--- config.mk ---
export PLATFORM = sky130hd
export DESIGN_NAME = prs_ref_switch
export DESIGN_NICKNAME = d
export VERILOG_FILES = /design/src/prs_pkg.sv /design/src/prs_ref_switch.sv
export SDC_FILE = /design/constraint.sdc
export NUM_CORES = 1
export LEC_CHECK = 0
export ABC_AREA = 1
export BUFFER_PORTS_ARGS = -buffer_cell sky130_fd_sc_hd__clkbuf_2
export CORE_MARGIN = 3
export CORE_UTILIZATION = 57
export CTS_CLUSTER_DIAMETER = 200
export CTS_CLUSTER_SIZE = 28
export DETAILED_ROUTE_END_ITERATION = 8
export GPL_ROUTABILITY_DRIVEN = 0
export PLACE_DENSITY_LB_ADDON = 0.25
export SETUP_SLACK_MARGIN = 0.1
export SKIP_CTS_REPAIR_TIMING = 1
export SLEW_MARGIN = 20
export SYNTH_ARGS = -nofsm -noshare
export SYNTH_HDL_FRONTEND = slang
export SYNTH_SLANG_ARGS = --single-unit
export TNS_END_PERCENT = 20
--- constraint.sdc ---
create_clock -name clk -period 2.2 [get_ports clk]
set_clock_uncertainty 0.2 [all_clocks]
set_input_delay 0.22 -clock clk [delete_from_list [all_inputs] [get_ports clk]]
set_output_delay 0.22 -clock clk [all_outputs]
set_load 0.05 [all_outputs]
--- src/prs_pkg.sv ---
// Shared constants and types for the reference switchover and post-divider block.
// Assumes a single 25 MHz system clock that samples both reference inputs.
package prs_pkg;

    // System clock
    localparam int CLK_PERIOD_NS   = 40;
    localparam int CLK_FREQ_MHZ    = 25;

    // Post-divider counts, high and low time each up to the 512 maximum
    localparam int DIV_CNT_W       = 10;
    localparam int DIV_MAX_COUNT   = 512;
    localparam int DIV_NUM         = 2;
    localparam logic [DIV_CNT_W-1:0] DIV_CNT_ONE   = 10'h001;
    localparam logic [DIV_CNT_W-1:0] DIV_CNT_RESET = 10'h000;

    // Loss detection: a reference is lost after about two of its own periods
    localparam int LOSS_REF_CYCLES = 2;
    localparam int REF_PERIOD_CYC  = 4;
    localparam int LOSS_CNT_W      = 8;

    // Selection encoding and reset values
    localparam logic SEL_PRIMARY   = 1'b0;
    localparam logic SEL_BACKUP    = 1'b1;
    localparam logic CHAIN_RESET   = 1'b0;

    // Switchover sequencer, Gray coded along run -> gate -> swap; swap -> run flips both bits
    typedef enum logic [1:0] {
        PRS_RUN  = 2'b00,
        PRS_GATE = 2'b01,
        PRS_SWAP = 2'b11
    } prs_state_e;

    // High and low time counts of one post-divider
    typedef struct packed {
        logic [DIV_CNT_W-1:0] high_cnt;
        logic [DIV_CNT_W-1:0] low_cnt;
    } prs_div_cfg_s;

    // Status seen by user logic
    typedef struct packed {
        logic primary_ref_loss_flag;
        logic backup_ref_loss_flag;
        logic active_sel;
    } prs_status_s;

endpackage

--- src/prs_ref_switch.sv ---
// Reference switchover with loss detection, glitch-free gating and two post-dividers.
// Assumes both reference inputs are synchronous to clk and slower than clk / 2.
//
// Behaviour
// - Chained dividers divide by product of settings.
// - Chaining fixed at start, never changed later.
// - Duty cycle from separate high/low counts.
// - Duty step is one over divide value.
// - Phase-detector enable low stops loop corrections.
// - Automatic mode moves off an absent reference.
// - Drive two loss flags and active selection.
// - Loss flag after two idle reference cycles.
// - Automatic switching works both ways, repeatedly.
// - Only rising edge of request starts switch.
// - Gate on old fall, swap on new fall.
// - Selection follows request; no flags while toggling.
// - Falling request never switches back.
// - Wait for target reference before completing.
// - High request blocks any further switch action.
// - Manual switch tolerates references beyond 20%.
`timescale 1ns/1ps
module prs_ref_switch
    import prs_pkg::*;
#(
    parameter int REF_PERIOD = REF_PERIOD_CYC,    // Clk cycles per reference period
    parameter int CNT_W      = DIV_CNT_W          // Post-divider count width, only checked; counters use DIV_CNT_W
) (
    input  wire logic         clk,                // System clock, 25 MHz
    input  wire logic         nrst,               // Asynchronous reset, active low
    input  wire logic         primary_ref_input,  // Primary reference clock
    input  wire logic         backup_ref_input,   // Backup reference clock
    input  wire logic         manual_switch_req,  // Manual switch request
    input  wire logic         pfd_enable,         // Phase-detector enable
    input  wire logic         loop_reset,         // Loop reset, clears dividers
    input  wire logic         chain_cfg,          // Chaining strap, taken once
    input  wire prs_div_cfg_s div_cfg [DIV_NUM],  // High/low counts per divider
    output prs_status_s       status,             // Loss flags and selection
    output logic              ref_feed,           // Gated, muxed reference
    output logic              pfd_correct_en,     // Phase corrections allowed
    output logic              chain_active,       // Chaining in force
    output logic              post_divider_first, // First divider output
    output logic              post_divider_second // Second divider output
);

    localparam int LOSS_CYC = LOSS_REF_CYCLES * REF_PERIOD;

    // Refuse settings that the counters cannot hold
    if (CNT_W < DIV_CNT_W || LOSS_CYC >= (1 << LOSS_CNT_W) || REF_PERIOD < 2) begin : g_bad_param
        $error("prs_ref_switch: unsupported parameter values");
    end

    localparam logic [LOSS_CNT_W-1:0] LOSS_LIMIT = LOSS_CNT_W'(LOSS_CYC - 1);

    // Zero counts are served as one so a divider never stalls
    function automatic logic [DIV_CNT_W-1:0] eff_cnt(input logic [DIV_CNT_W-1:0] c);
        eff_cnt = (c == DIV_CNT_RESET) ? DIV_CNT_ONE : c;
    endfunction

    logic             rst_meta_reg;
    logic             rst_n_reg;
    logic [1:0]       ref_prev_reg;
    logic [1:0]       ref_now;
    logic [1:0]       ref_fall;
    logic [1:0]       ref_edge;
    logic [LOSS_CNT_W-1:0] idle_cnt_reg [2];
    logic [1:0]       loss_reg;
    logic             sel_reg;
    logic             gate_reg;
    logic             req_prev_reg;
    logic             req_rise;
    logic             auto_trig;
    prs_state_e       state_reg;
    prs_state_e       state_next;
    logic             feed_reg;
    logic             feed_rise;
    logic             cfg_taken_reg;
    logic             chain_reg;
    logic             pfd_reg;
    logic [DIV_CNT_W-1:0] div_cnt_reg [DIV_NUM];
    logic [DIV_NUM-1:0]   div_out_reg;
    logic [DIV_NUM-1:0]   div_prev_reg;
    logic [DIV_NUM-1:0]   div_tick;

    // Reset release through two flops; assertion stays asynchronous
    always_ff @(posedge clk or negedge nrst) begin
        if (!nrst) begin
            rst_meta_reg <= 1'b0;
            rst_n_reg    <= 1'b0;
        end else begin
            rst_meta_reg <= 1'b1;
            rst_n_reg    <= rst_meta_reg;
        end
    end

    // Edge detection of both references
    assign ref_now  = {backup_ref_input, primary_ref_input};
    assign ref_fall = ref_prev_reg & ~ref_now;
    assign ref_edge = ref_prev_reg ^ ref_now;

    always_ff @(posedge clk or negedge rst_n_reg) begin
        if (!rst_n_reg) begin
            ref_prev_reg <= 2'h0;
        end else begin
            ref_prev_reg <= ref_now;
        end
    end

    // idle counting
    // Count clk cycles since each reference last changed level
    // flag clears on toggle
    // An edge restarts the count and drops the flag again
    for (genvar i = 0; i < 2; i++) begin : g_loss
        always_ff @(posedge clk or negedge rst_n_reg) begin
            if (!rst_n_reg) begin
                idle_cnt_reg[i] <= {LOSS_CNT_W{1'b0}};
                loss_reg[i]     <= 1'b0;
            end else if (ref_edge[i]) begin
                idle_cnt_reg[i] <= {LOSS_CNT_W{1'b0}};
                loss_reg[i]     <= 1'b0;
            end else if (idle_cnt_reg[i] >= LOSS_LIMIT) begin
                loss_reg[i]     <= 1'b1;
            end else begin
                idle_cnt_reg[i] <= idle_cnt_reg[i] + 1'b1;
            end
        end
    end

    assign req_rise = manual_switch_req & ~req_prev_reg;

    // automatic trigger
    // Selected reference lost; an absent target is waited for in the swap state
    // manual request overrides
    assign auto_trig = loss_reg[sel_reg] && !manual_switch_req;

    // no frequency limit
    // Manual request edge capture; an edge while busy is absorbed, never replayed
    always_ff @(posedge clk or negedge rst_n_reg) begin
        if (!rst_n_reg) begin
            req_prev_reg <= 1'b0;
        end else begin
            req_prev_reg <= manual_switch_req;
        end
    end

    // Sequencer next state
    // gate then swap
    always_comb begin
        state_next = state_reg;
        unique case (state_reg)
            PRS_RUN: begin
                if (req_rise || auto_trig) begin
                    state_next = PRS_GATE;
                end
            end
            PRS_GATE: begin
                if (ref_fall[sel_reg] || loss_reg[sel_reg]) begin
                    state_next = PRS_SWAP;
                end
            end
            PRS_SWAP: begin
                if (ref_fall[~sel_reg] && !loss_reg[~sel_reg]) begin
                    state_next = PRS_RUN;
                end
            end
        endcase
    end

    // Sequencer state, gating and selection
    // both directions
    // no switch back
    // A lost old reference has no falling edge, so its loss flag stands in
    always_ff @(posedge clk or negedge rst_n_reg) begin
        if (!rst_n_reg) begin
            state_reg <= PRS_RUN;
            gate_reg  <= 1'b0;
            sel_reg   <= SEL_PRIMARY;
        end else begin
            state_reg <= state_next;
            if (state_reg == PRS_GATE && state_next == PRS_SWAP) begin
                gate_reg <= 1'b1;
            end
            if (state_reg == PRS_SWAP && state_next == PRS_RUN) begin
                gate_reg <= 1'b0;
                sel_reg  <= ~sel_reg;
            end
        end
    end

    // Muxed reference feed, forced low while gated so no runt pulse escapes
    // A lost old reference may hang high, so the feed drops as the gate closes
    always_ff @(posedge clk or negedge rst_n_reg) begin
        if (!rst_n_reg) begin
            feed_reg <= 1'b0;
        end else begin
            feed_reg <= (gate_reg || state_next == PRS_SWAP) ? 1'b0 : ref_now[sel_reg];
        end
    end

    assign feed_rise = ref_now[sel_reg] & ~gate_reg & ~feed_reg;

    // chaining from strap
    // Taken once after reset release; nothing later can alter it
    always_ff @(posedge clk or negedge rst_n_reg) begin
        if (!rst_n_reg) begin
            cfg_taken_reg <= 1'b0;
            chain_reg     <= CHAIN_RESET;
        end else if (!cfg_taken_reg) begin
            cfg_taken_reg <= 1'b1;
            chain_reg     <= chain_cfg;
        end
    end

    // corrections stop
    // With the phase detector off the oscillator keeps its last frequency
    always_ff @(posedge clk or negedge rst_n_reg) begin
        if (!rst_n_reg) begin
            pfd_reg <= 1'b0;
        end else begin
            pfd_reg <= pfd_enable & ~loop_reset;
        end
    end

    // chained clocking
    // Second divider counts first divider rising edges when chained
    assign div_tick[0] = feed_rise;
    assign div_tick[1] = chain_reg ? (div_out_reg[0] & ~div_prev_reg[0]) : feed_rise;

    // step of one tick
    // Output spends high_cnt ticks high then low_cnt ticks low; the period is
    // their sum, so one count moves the duty cycle by 100% over the divide value
    for (genvar d = 0; d < DIV_NUM; d++) begin : g_div
        always_ff @(posedge clk or negedge rst_n_reg) begin
            if (!rst_n_reg) begin
                div_cnt_reg[d]  <= DIV_CNT_RESET;
                div_out_reg[d]  <= 1'b0;
                div_prev_reg[d] <= 1'b0;
            end else if (loop_reset) begin
                div_cnt_reg[d]  <= DIV_CNT_RESET;
                div_out_reg[d]  <= 1'b0;
                div_prev_reg[d] <= 1'b0;
            end else begin
                div_prev_reg[d] <= div_out_reg[d];
                if (div_tick[d]) begin
                    if (div_cnt_reg[d] <= DIV_CNT_ONE) begin
                        div_out_reg[d] <= ~div_out_reg[d];
                        div_cnt_reg[d] <= div_out_reg[d] ? eff_cnt(div_cfg[d].low_cnt)
                                                         : eff_cnt(div_cfg[d].high_cnt);
                    end else begin
                        div_cnt_reg[d] <= div_cnt_reg[d] - DIV_CNT_ONE;
                    end
                end
            end
        end
    end

    assign status.primary_ref_loss_flag = loss_reg[0];
    assign status.backup_ref_loss_flag  = loss_reg[1];
    assign status.active_sel            = sel_reg;
    assign ref_feed                     = feed_reg;
    assign pfd_correct_en               = pfd_reg;
    assign chain_active                 = chain_reg;
    assign post_divider_first           = div_out_reg[0];
    assign post_divider_second          = div_out_reg[1];
endmodule

# --- After elaboration in Yosys (flattened, before gate mapping) ---
# Index checks and enable logic that the tools add are counted.
totals:
  output_inout_bits: 8
  register_bits: 54
  elab_cells: 120
  in_bits: 48
op_classes:
  n_reduce_logical: 24
  magnitude_cmp: 6
  eq_ne: 5
  muxes: 45
  bitwise: 16
  n_addsub: 4
ops:
  columns: ["op", "n"]
  rows:
  - ["10-bit 2-to-1 mux", 12]
  - ["10-bit zero test", 4]
  - ["8-bit 2-to-1 mux", 4]
  - ["1-bit 2-to-1 mux", 25]
  - ["10-bit by 1-bit less-or-equal comparator with 1-bit output, second input constant", 2]
  - ["10-bit by 1-bit subtractor with 10-bit output, second input constant", 2]
  - ["8-bit by 1-bit adder with 8-bit output, second input constant", 2]
  - ["8-bit by 3-bit >= comparator with 1-bit output, second input constant", 2]
  - ["2-bit nonzero test", 7]
  - ["1-bit NOT", 8]
  - ["2-bit 2-to-1 mux", 3]
  - ["2-bit case mux with 3 select lines", 1]
  - ["1-bit bitwise AND", 5]
  - ["2-bit equality test, second input constant", 2]
  - ["1-bit logical AND", 4]
  - ["2-bit zero test", 2]
  - ["1-bit by 2-bit less-than comparator with 1-bit output, second input constant", 2]
  - ["2-bit != test, second input constant", 2]
  - ["2-bit AND reduction", 2]
  - ["1-bit logical OR", 3]
  - ["2-bit bitwise AND", 1]
  - ["2-bit by 1-bit equality test with 1-bit output, second input constant", 1]
  - ["1-bit zero test", 2]
  - ["2-bit NOT", 1]
  - ["2-bit bitwise XOR", 1]

# --- Depth between registers and ports, before layout ---
logic_depth:
  word_depth: 11
  ltp_mapped: 10
  mapped_depth_nobuf: 10

# --- Worst setup path before layout ---
# Ideal clock, no wire load.
synth_timing:
  kind: "register -> register"
  from: "register div_out_reg[0], in the netlist post_divider_first"
  to: "register div_cnt_reg[5] in the netlist's numbering"
  setup_slack_ps: 509
  stages_incl_launch_ff: 8
  arrival_ps: 1374
  required_time_ps: 1883
  setup_ps: 117
  path_cell_list: "dfrtp_1 > inv_1 > nor2_1 > nand2_1 > nand3_1 > inv_2 > nand2_1 > nand2_1"
synth_between:
  elab_chain_cells: 3
synth_rtl:
  columns: ["element", "line", "text"]
  rows:
  - ["from (decl)", "prs_ref_switch.sv:80", "logic [DIV_NUM-1:0] div_out_reg;"]
  - ["from (signal, indexed assignment)", "prs_ref_switch.sv:245", "div_out_reg[d] <= ~div_out_reg[d];"]
  - ["1-bit bitwise AND", "prs_ref_switch.sv:226", "assign div_tick[1] = chain_reg ? (div_out_reg[0] & ~div_prev_reg[0]) : feed_rise;"]
  - ["1-bit 2-to-1 mux", "prs_ref_switch.sv:226", null]
  - ["2-bit nonzero test (no source line)", null, null]
  - ["to (signal, indexed assignment)", "prs_ref_switch.sv:246", "div_cnt_reg[d] <= div_out_reg[d] ? eff_cnt(div_cfg[d].low_cnt)"]
  - ["to (signal, indexed assignment)", "prs_ref_switch.sv:249", "div_cnt_reg[d] <= div_cnt_reg[d] - DIV_CNT_ONE;"]
  - ["to (decl)", "prs_ref_switch.sv:79", "logic [DIV_CNT_W-1:0] div_cnt_reg [DIV_NUM];"]
# Every way passes these cells.
# A chain may end at the register's enable or synchronous reset.

# --- Worst setup path in the final report ---
layout_timing:
  from: "register div_cnt_reg[10] in the netlist's numbering"
  to: "register div_cnt_reg[13] in the netlist's numbering"
layout_between:
  elab_chain_cells: 4
  elab_cells_between_ends: 5
layout_rtl:
  columns: ["element", "line", "text"]
  rows:
  - ["10-bit by 1-bit subtractor with 10-bit output / 10-bit by 1-bit less-or-equal comparator with 1-bit output (equally long branches)", "prs_ref_switch.sv:249, prs_ref_switch.sv:244", null]
  - ["10-bit 2-to-1 mux *", "prs_ref_switch.sv:244", "if (div_cnt_reg[d] <= DIV_CNT_ONE) begin"]
  - ["10-bit 2-to-1 mux *", "prs_ref_switch.sv:243", "if (div_tick[d]) begin"]
  - ["10-bit 2-to-1 mux *", "prs_ref_switch.sv:237", "end else if (loop_reset) begin"]
# Every way passes the cells marked *; elsewhere a longest branch is shown, timed or not. The select of a mux whose other input is x is not followed.

==> metrics list <==
- Die outline area: 0.00673 sq mm
* Share of synthesized area spent on multiplexers: 0.0186
- Count of distinct cell types in the synthesized netlist: 43
- Maxcap violations: 0
- Predominant post-synthesis flop cell: dfrtp_1
- Actual transition at the worst max-transition pin: 527 ps
* Crit path capture type: register
- H-tree depth: 2
- OpenSTA, run right after detailed placement, puts the worst setup slack at 342 ps.
- Of the available clock period, the critical path in the final layout requires 0.820.
- Slowest-stage cell, CP: dfrtp_1
- Root buffer cell: clkbuf_8
- The completed layout was analyzed and its total power is 5.34 mW.
* Via-per-instance ratio: 5.16
* Synth area leaders: dfrtp_1 (41%), nand2_1 (15%), nor2_1 (8.3%)
- Number of buffer and inverter instances along the worst setup path: 3
* Relative slew slack: 0.648
* Final layout net count: 585
- First DRT Iteration DRCs: 171
- CTS tree: done
* Post-detailed-route wirelength per cell: 11.7 um
* Effective utilization at floorplan: 0.595
* Count of mapped cells out of synthesis: 461
- Number of flip-flops in the largest register: 20
- Counting instances in the post-synthesis netlist gives the leading cell types as nand2_1 (133), nor2_1 (73), dfrtp_1 (54).
* Simple-Gate Fraction of Synth Area: 0.368
- Grouping stages by cell kind, the critical path spends the most delay in flip-flops.
- Compound-Gate Fraction of Synth Area: 0.0808
* Period minus WS final: 1800 ps
* Syn. warnings: 0
* Yosys reg bits: 54
* Global-route wire length before repair: 12.4 mm
- Measured on the finished design, the core utilization comes to 0.696.
- At the later pin of the worst-skew pair, clock insertion delay measures 310 ps.
* Ratio of cells with drive above 1 in the final layout: 0.192
- In this run the remaining antenna-violating nets after routing total 0.
* CP cell instances: inv_1, ha_1, inv_1, a21oi_2, nand2_4, inv_4, o21ai_0, nand3_1, o21ai_0
* Worst hold margin: 29.5 ps
- Delay of the slowest critical-path stage: 420 ps
- EDFF count, synth: 0
- Clk slew on worst S/H paths: 110 ps
* Leftover overflow at the end of global routing: 0
- In this run the horizontal extent of the chip is 82.1 um.
* RSZ-0062 raised after global routing: no
* DR pass1 iterations: 5
- Largest driver fanout on the critical path: 12
* Sequential share of the synthesized area: 0.410
* Slack of the worst reg-to-reg path: 400 ps
- In this run the standard cell core region covers 0.00554 sq mm.
* Type of the most critical hold path: input port to asynchronous set/reset pin
- DP Wirelength: 5.53 mm
- The number of pins exceeding their max-slew limit in the final report came to 0.
- For the worst setup path, the data arrival time is 1800 ps.
- I/O pin total: 56
* Share of Yosys cell area claimed by the top area cell type: 0.410
* Final Hold Violating Endpoints: 0
- The setup path with the least slack is of type register to register.
- Total CTS buffers: 5
- Synthesized-area fraction occupied by adder cells: 0.0304
- By area, the combinational part of the netlist is dominated by simple AND/OR/NAND/NOR gates.
- Summed over all layers, the routed wires come to 7.07 mm.
* Longest Clk Path Bufs: 2
* Height of the die: 82.1 um
- In the global route stage, overall resource usage came out at 0.234.
- Timing would allow up to 554 MHz.
- Post-Synthesis Cell Area: 0.00330 sq mm
- Overall via count from detail_route: 3106
- The worst setup path is launched from a register.
- Leakage power: 2.12 nW
- Syn avg cell area: 7.15 sq um
- Row generation in the floorplan step produced 27 rows.
* Xor/xnor share of the synthesized area: 0.00797
- Result of the run: complete, no violations
- Initial antenna violation count: 0
* Count of endpoints failing setup in the final report: 0
- Count of inserted antenna diode cells: 0
- For the worst setup path, the data required time is 2200 ps.
- Of all flip-flops after synthesis, the portion carrying an async set or reset was 1.00.
* DRC: 0
- The via count of the first global-routing pass was 2918.
* Maximum resistive drop on vdd: 0.951 mV
* Number of I/O port buffers: 55
- Power density normalized to cell area: 1380 mW/mm^2
- Summed over all instances, the cell type with the most area after synthesis is dfrtp_1.
- By instance count, the leading cell after synthesis is nand2_1.
* Area overhead of the layout relative to synthesis: 17.0%
- Summed over all failing endpoints, the final setup total negative slack is 0 ps.
- Pin count of the biggest net entering global routing: 31
* Final WS setup: 396 ps
* Clock Sink Count: 54
-- kinds of logic (layout without fill, tap and decap cells) --
| logic type | count (synthesis) | count (layout) |
|---|---|---|
| other | 1 | 2 |
| buffers and inverters | 66 | 134 |
| adder cells (fa/ha/maj) | 8 | 8 |
| multiplexers | 6 | 6 |
| XOR/XNOR | 3 | 3 |
| flip-flops | 54 | 54 |
| AO/OA/AOI/OAI | 41 | 41 |
| AND/OR/NAND/NOR | 282 | 282 |
-- through the flow --
stage          instances  instance area, sq um
2_1_floorplan        462                  3300
3_3_place_gp         586                  3660
4_1_cts              594                  3770
3_5_place_dp         586                  3660
6_report             602                  3860
5_1_grt              602                  3860
-- cells in the final DEF, fill, tap and decap left out, types with 5 or more instances in the layout --
cell and n:
nand2_2 6, clkbuf_8 5, inv_2 5, mux2i_1 5
nand2_1 133, dfrtp_1 53, o21ai_0 16, inv_1 53
nand3_1 49, ha_1 8, nor2_2 5, a21oi_1 8
clkbuf_2 55, dlygate4sd3_1 8, nor2_1 73
-- where the power goes --
| group | total [mW] | switching (mW) | internal (mW) |
|---|---|---|---|
| clock | 0.690 | 0.343 | 0.348 |
| sequential | 1.44 | 0.238 | 1.20 |
| combinational | 3.21 | 2.11 | 1.10 |
-- worst paths after layout --
path,from,to,depth (start not counted)
max reg2reg,div_cnt_reg[10]$_DFFE_PN0P_,div_cnt_reg[13]$_DFFE_PN0P_,9
min in group clk,div_cfg[7],div_cnt_reg[7]$_DFFE_PN0P_,5
min reg2reg,rst_n_reg$_DFF_PN0_,post_divider_second$_DFFE_PN0P_,0
max,div_cnt_reg[10]$_DFFE_PN0P_,div_cnt_reg[13]$_DFFE_PN0P_,9
min,nrst,rst_n_reg$_DFF_PN0_,2
max in group asynchronous,rst_n_reg$_DFF_PN0_,div_cnt_reg[16]$_DFFE_PN0P_,1
-- final cells by class --
cell class	instances	area (sq um)
flip-flops and latches	54	1350
well taps	72	90.1
repair buffers	66	390
multi-input cells	342	1680
fillers	457	1680
clock buffers	5	68.8
inverters	60	229
clock inverters	3	47.5
-- worst register-to-register path, stage by stage, from the launching register on --
cell and delay, ps:
dfrtp_1 420, inv_1 120, ha_1 190, inv_1 70
a21oi_2 170, nand2_4 120, inv_4 150, o21ai_0 100
nand3_1 70, o21ai_0 90
-- routing by layer --
layer	up-vias	GRT usage	routed length (um)
li1	1579	-	-
met1	1404	0.300	3210
met2	111	0.395	3300
met3	12	0.0493	455
met4	0	0.0714	106
met5	-	0	0
Power figures use the tool's default switching activity.
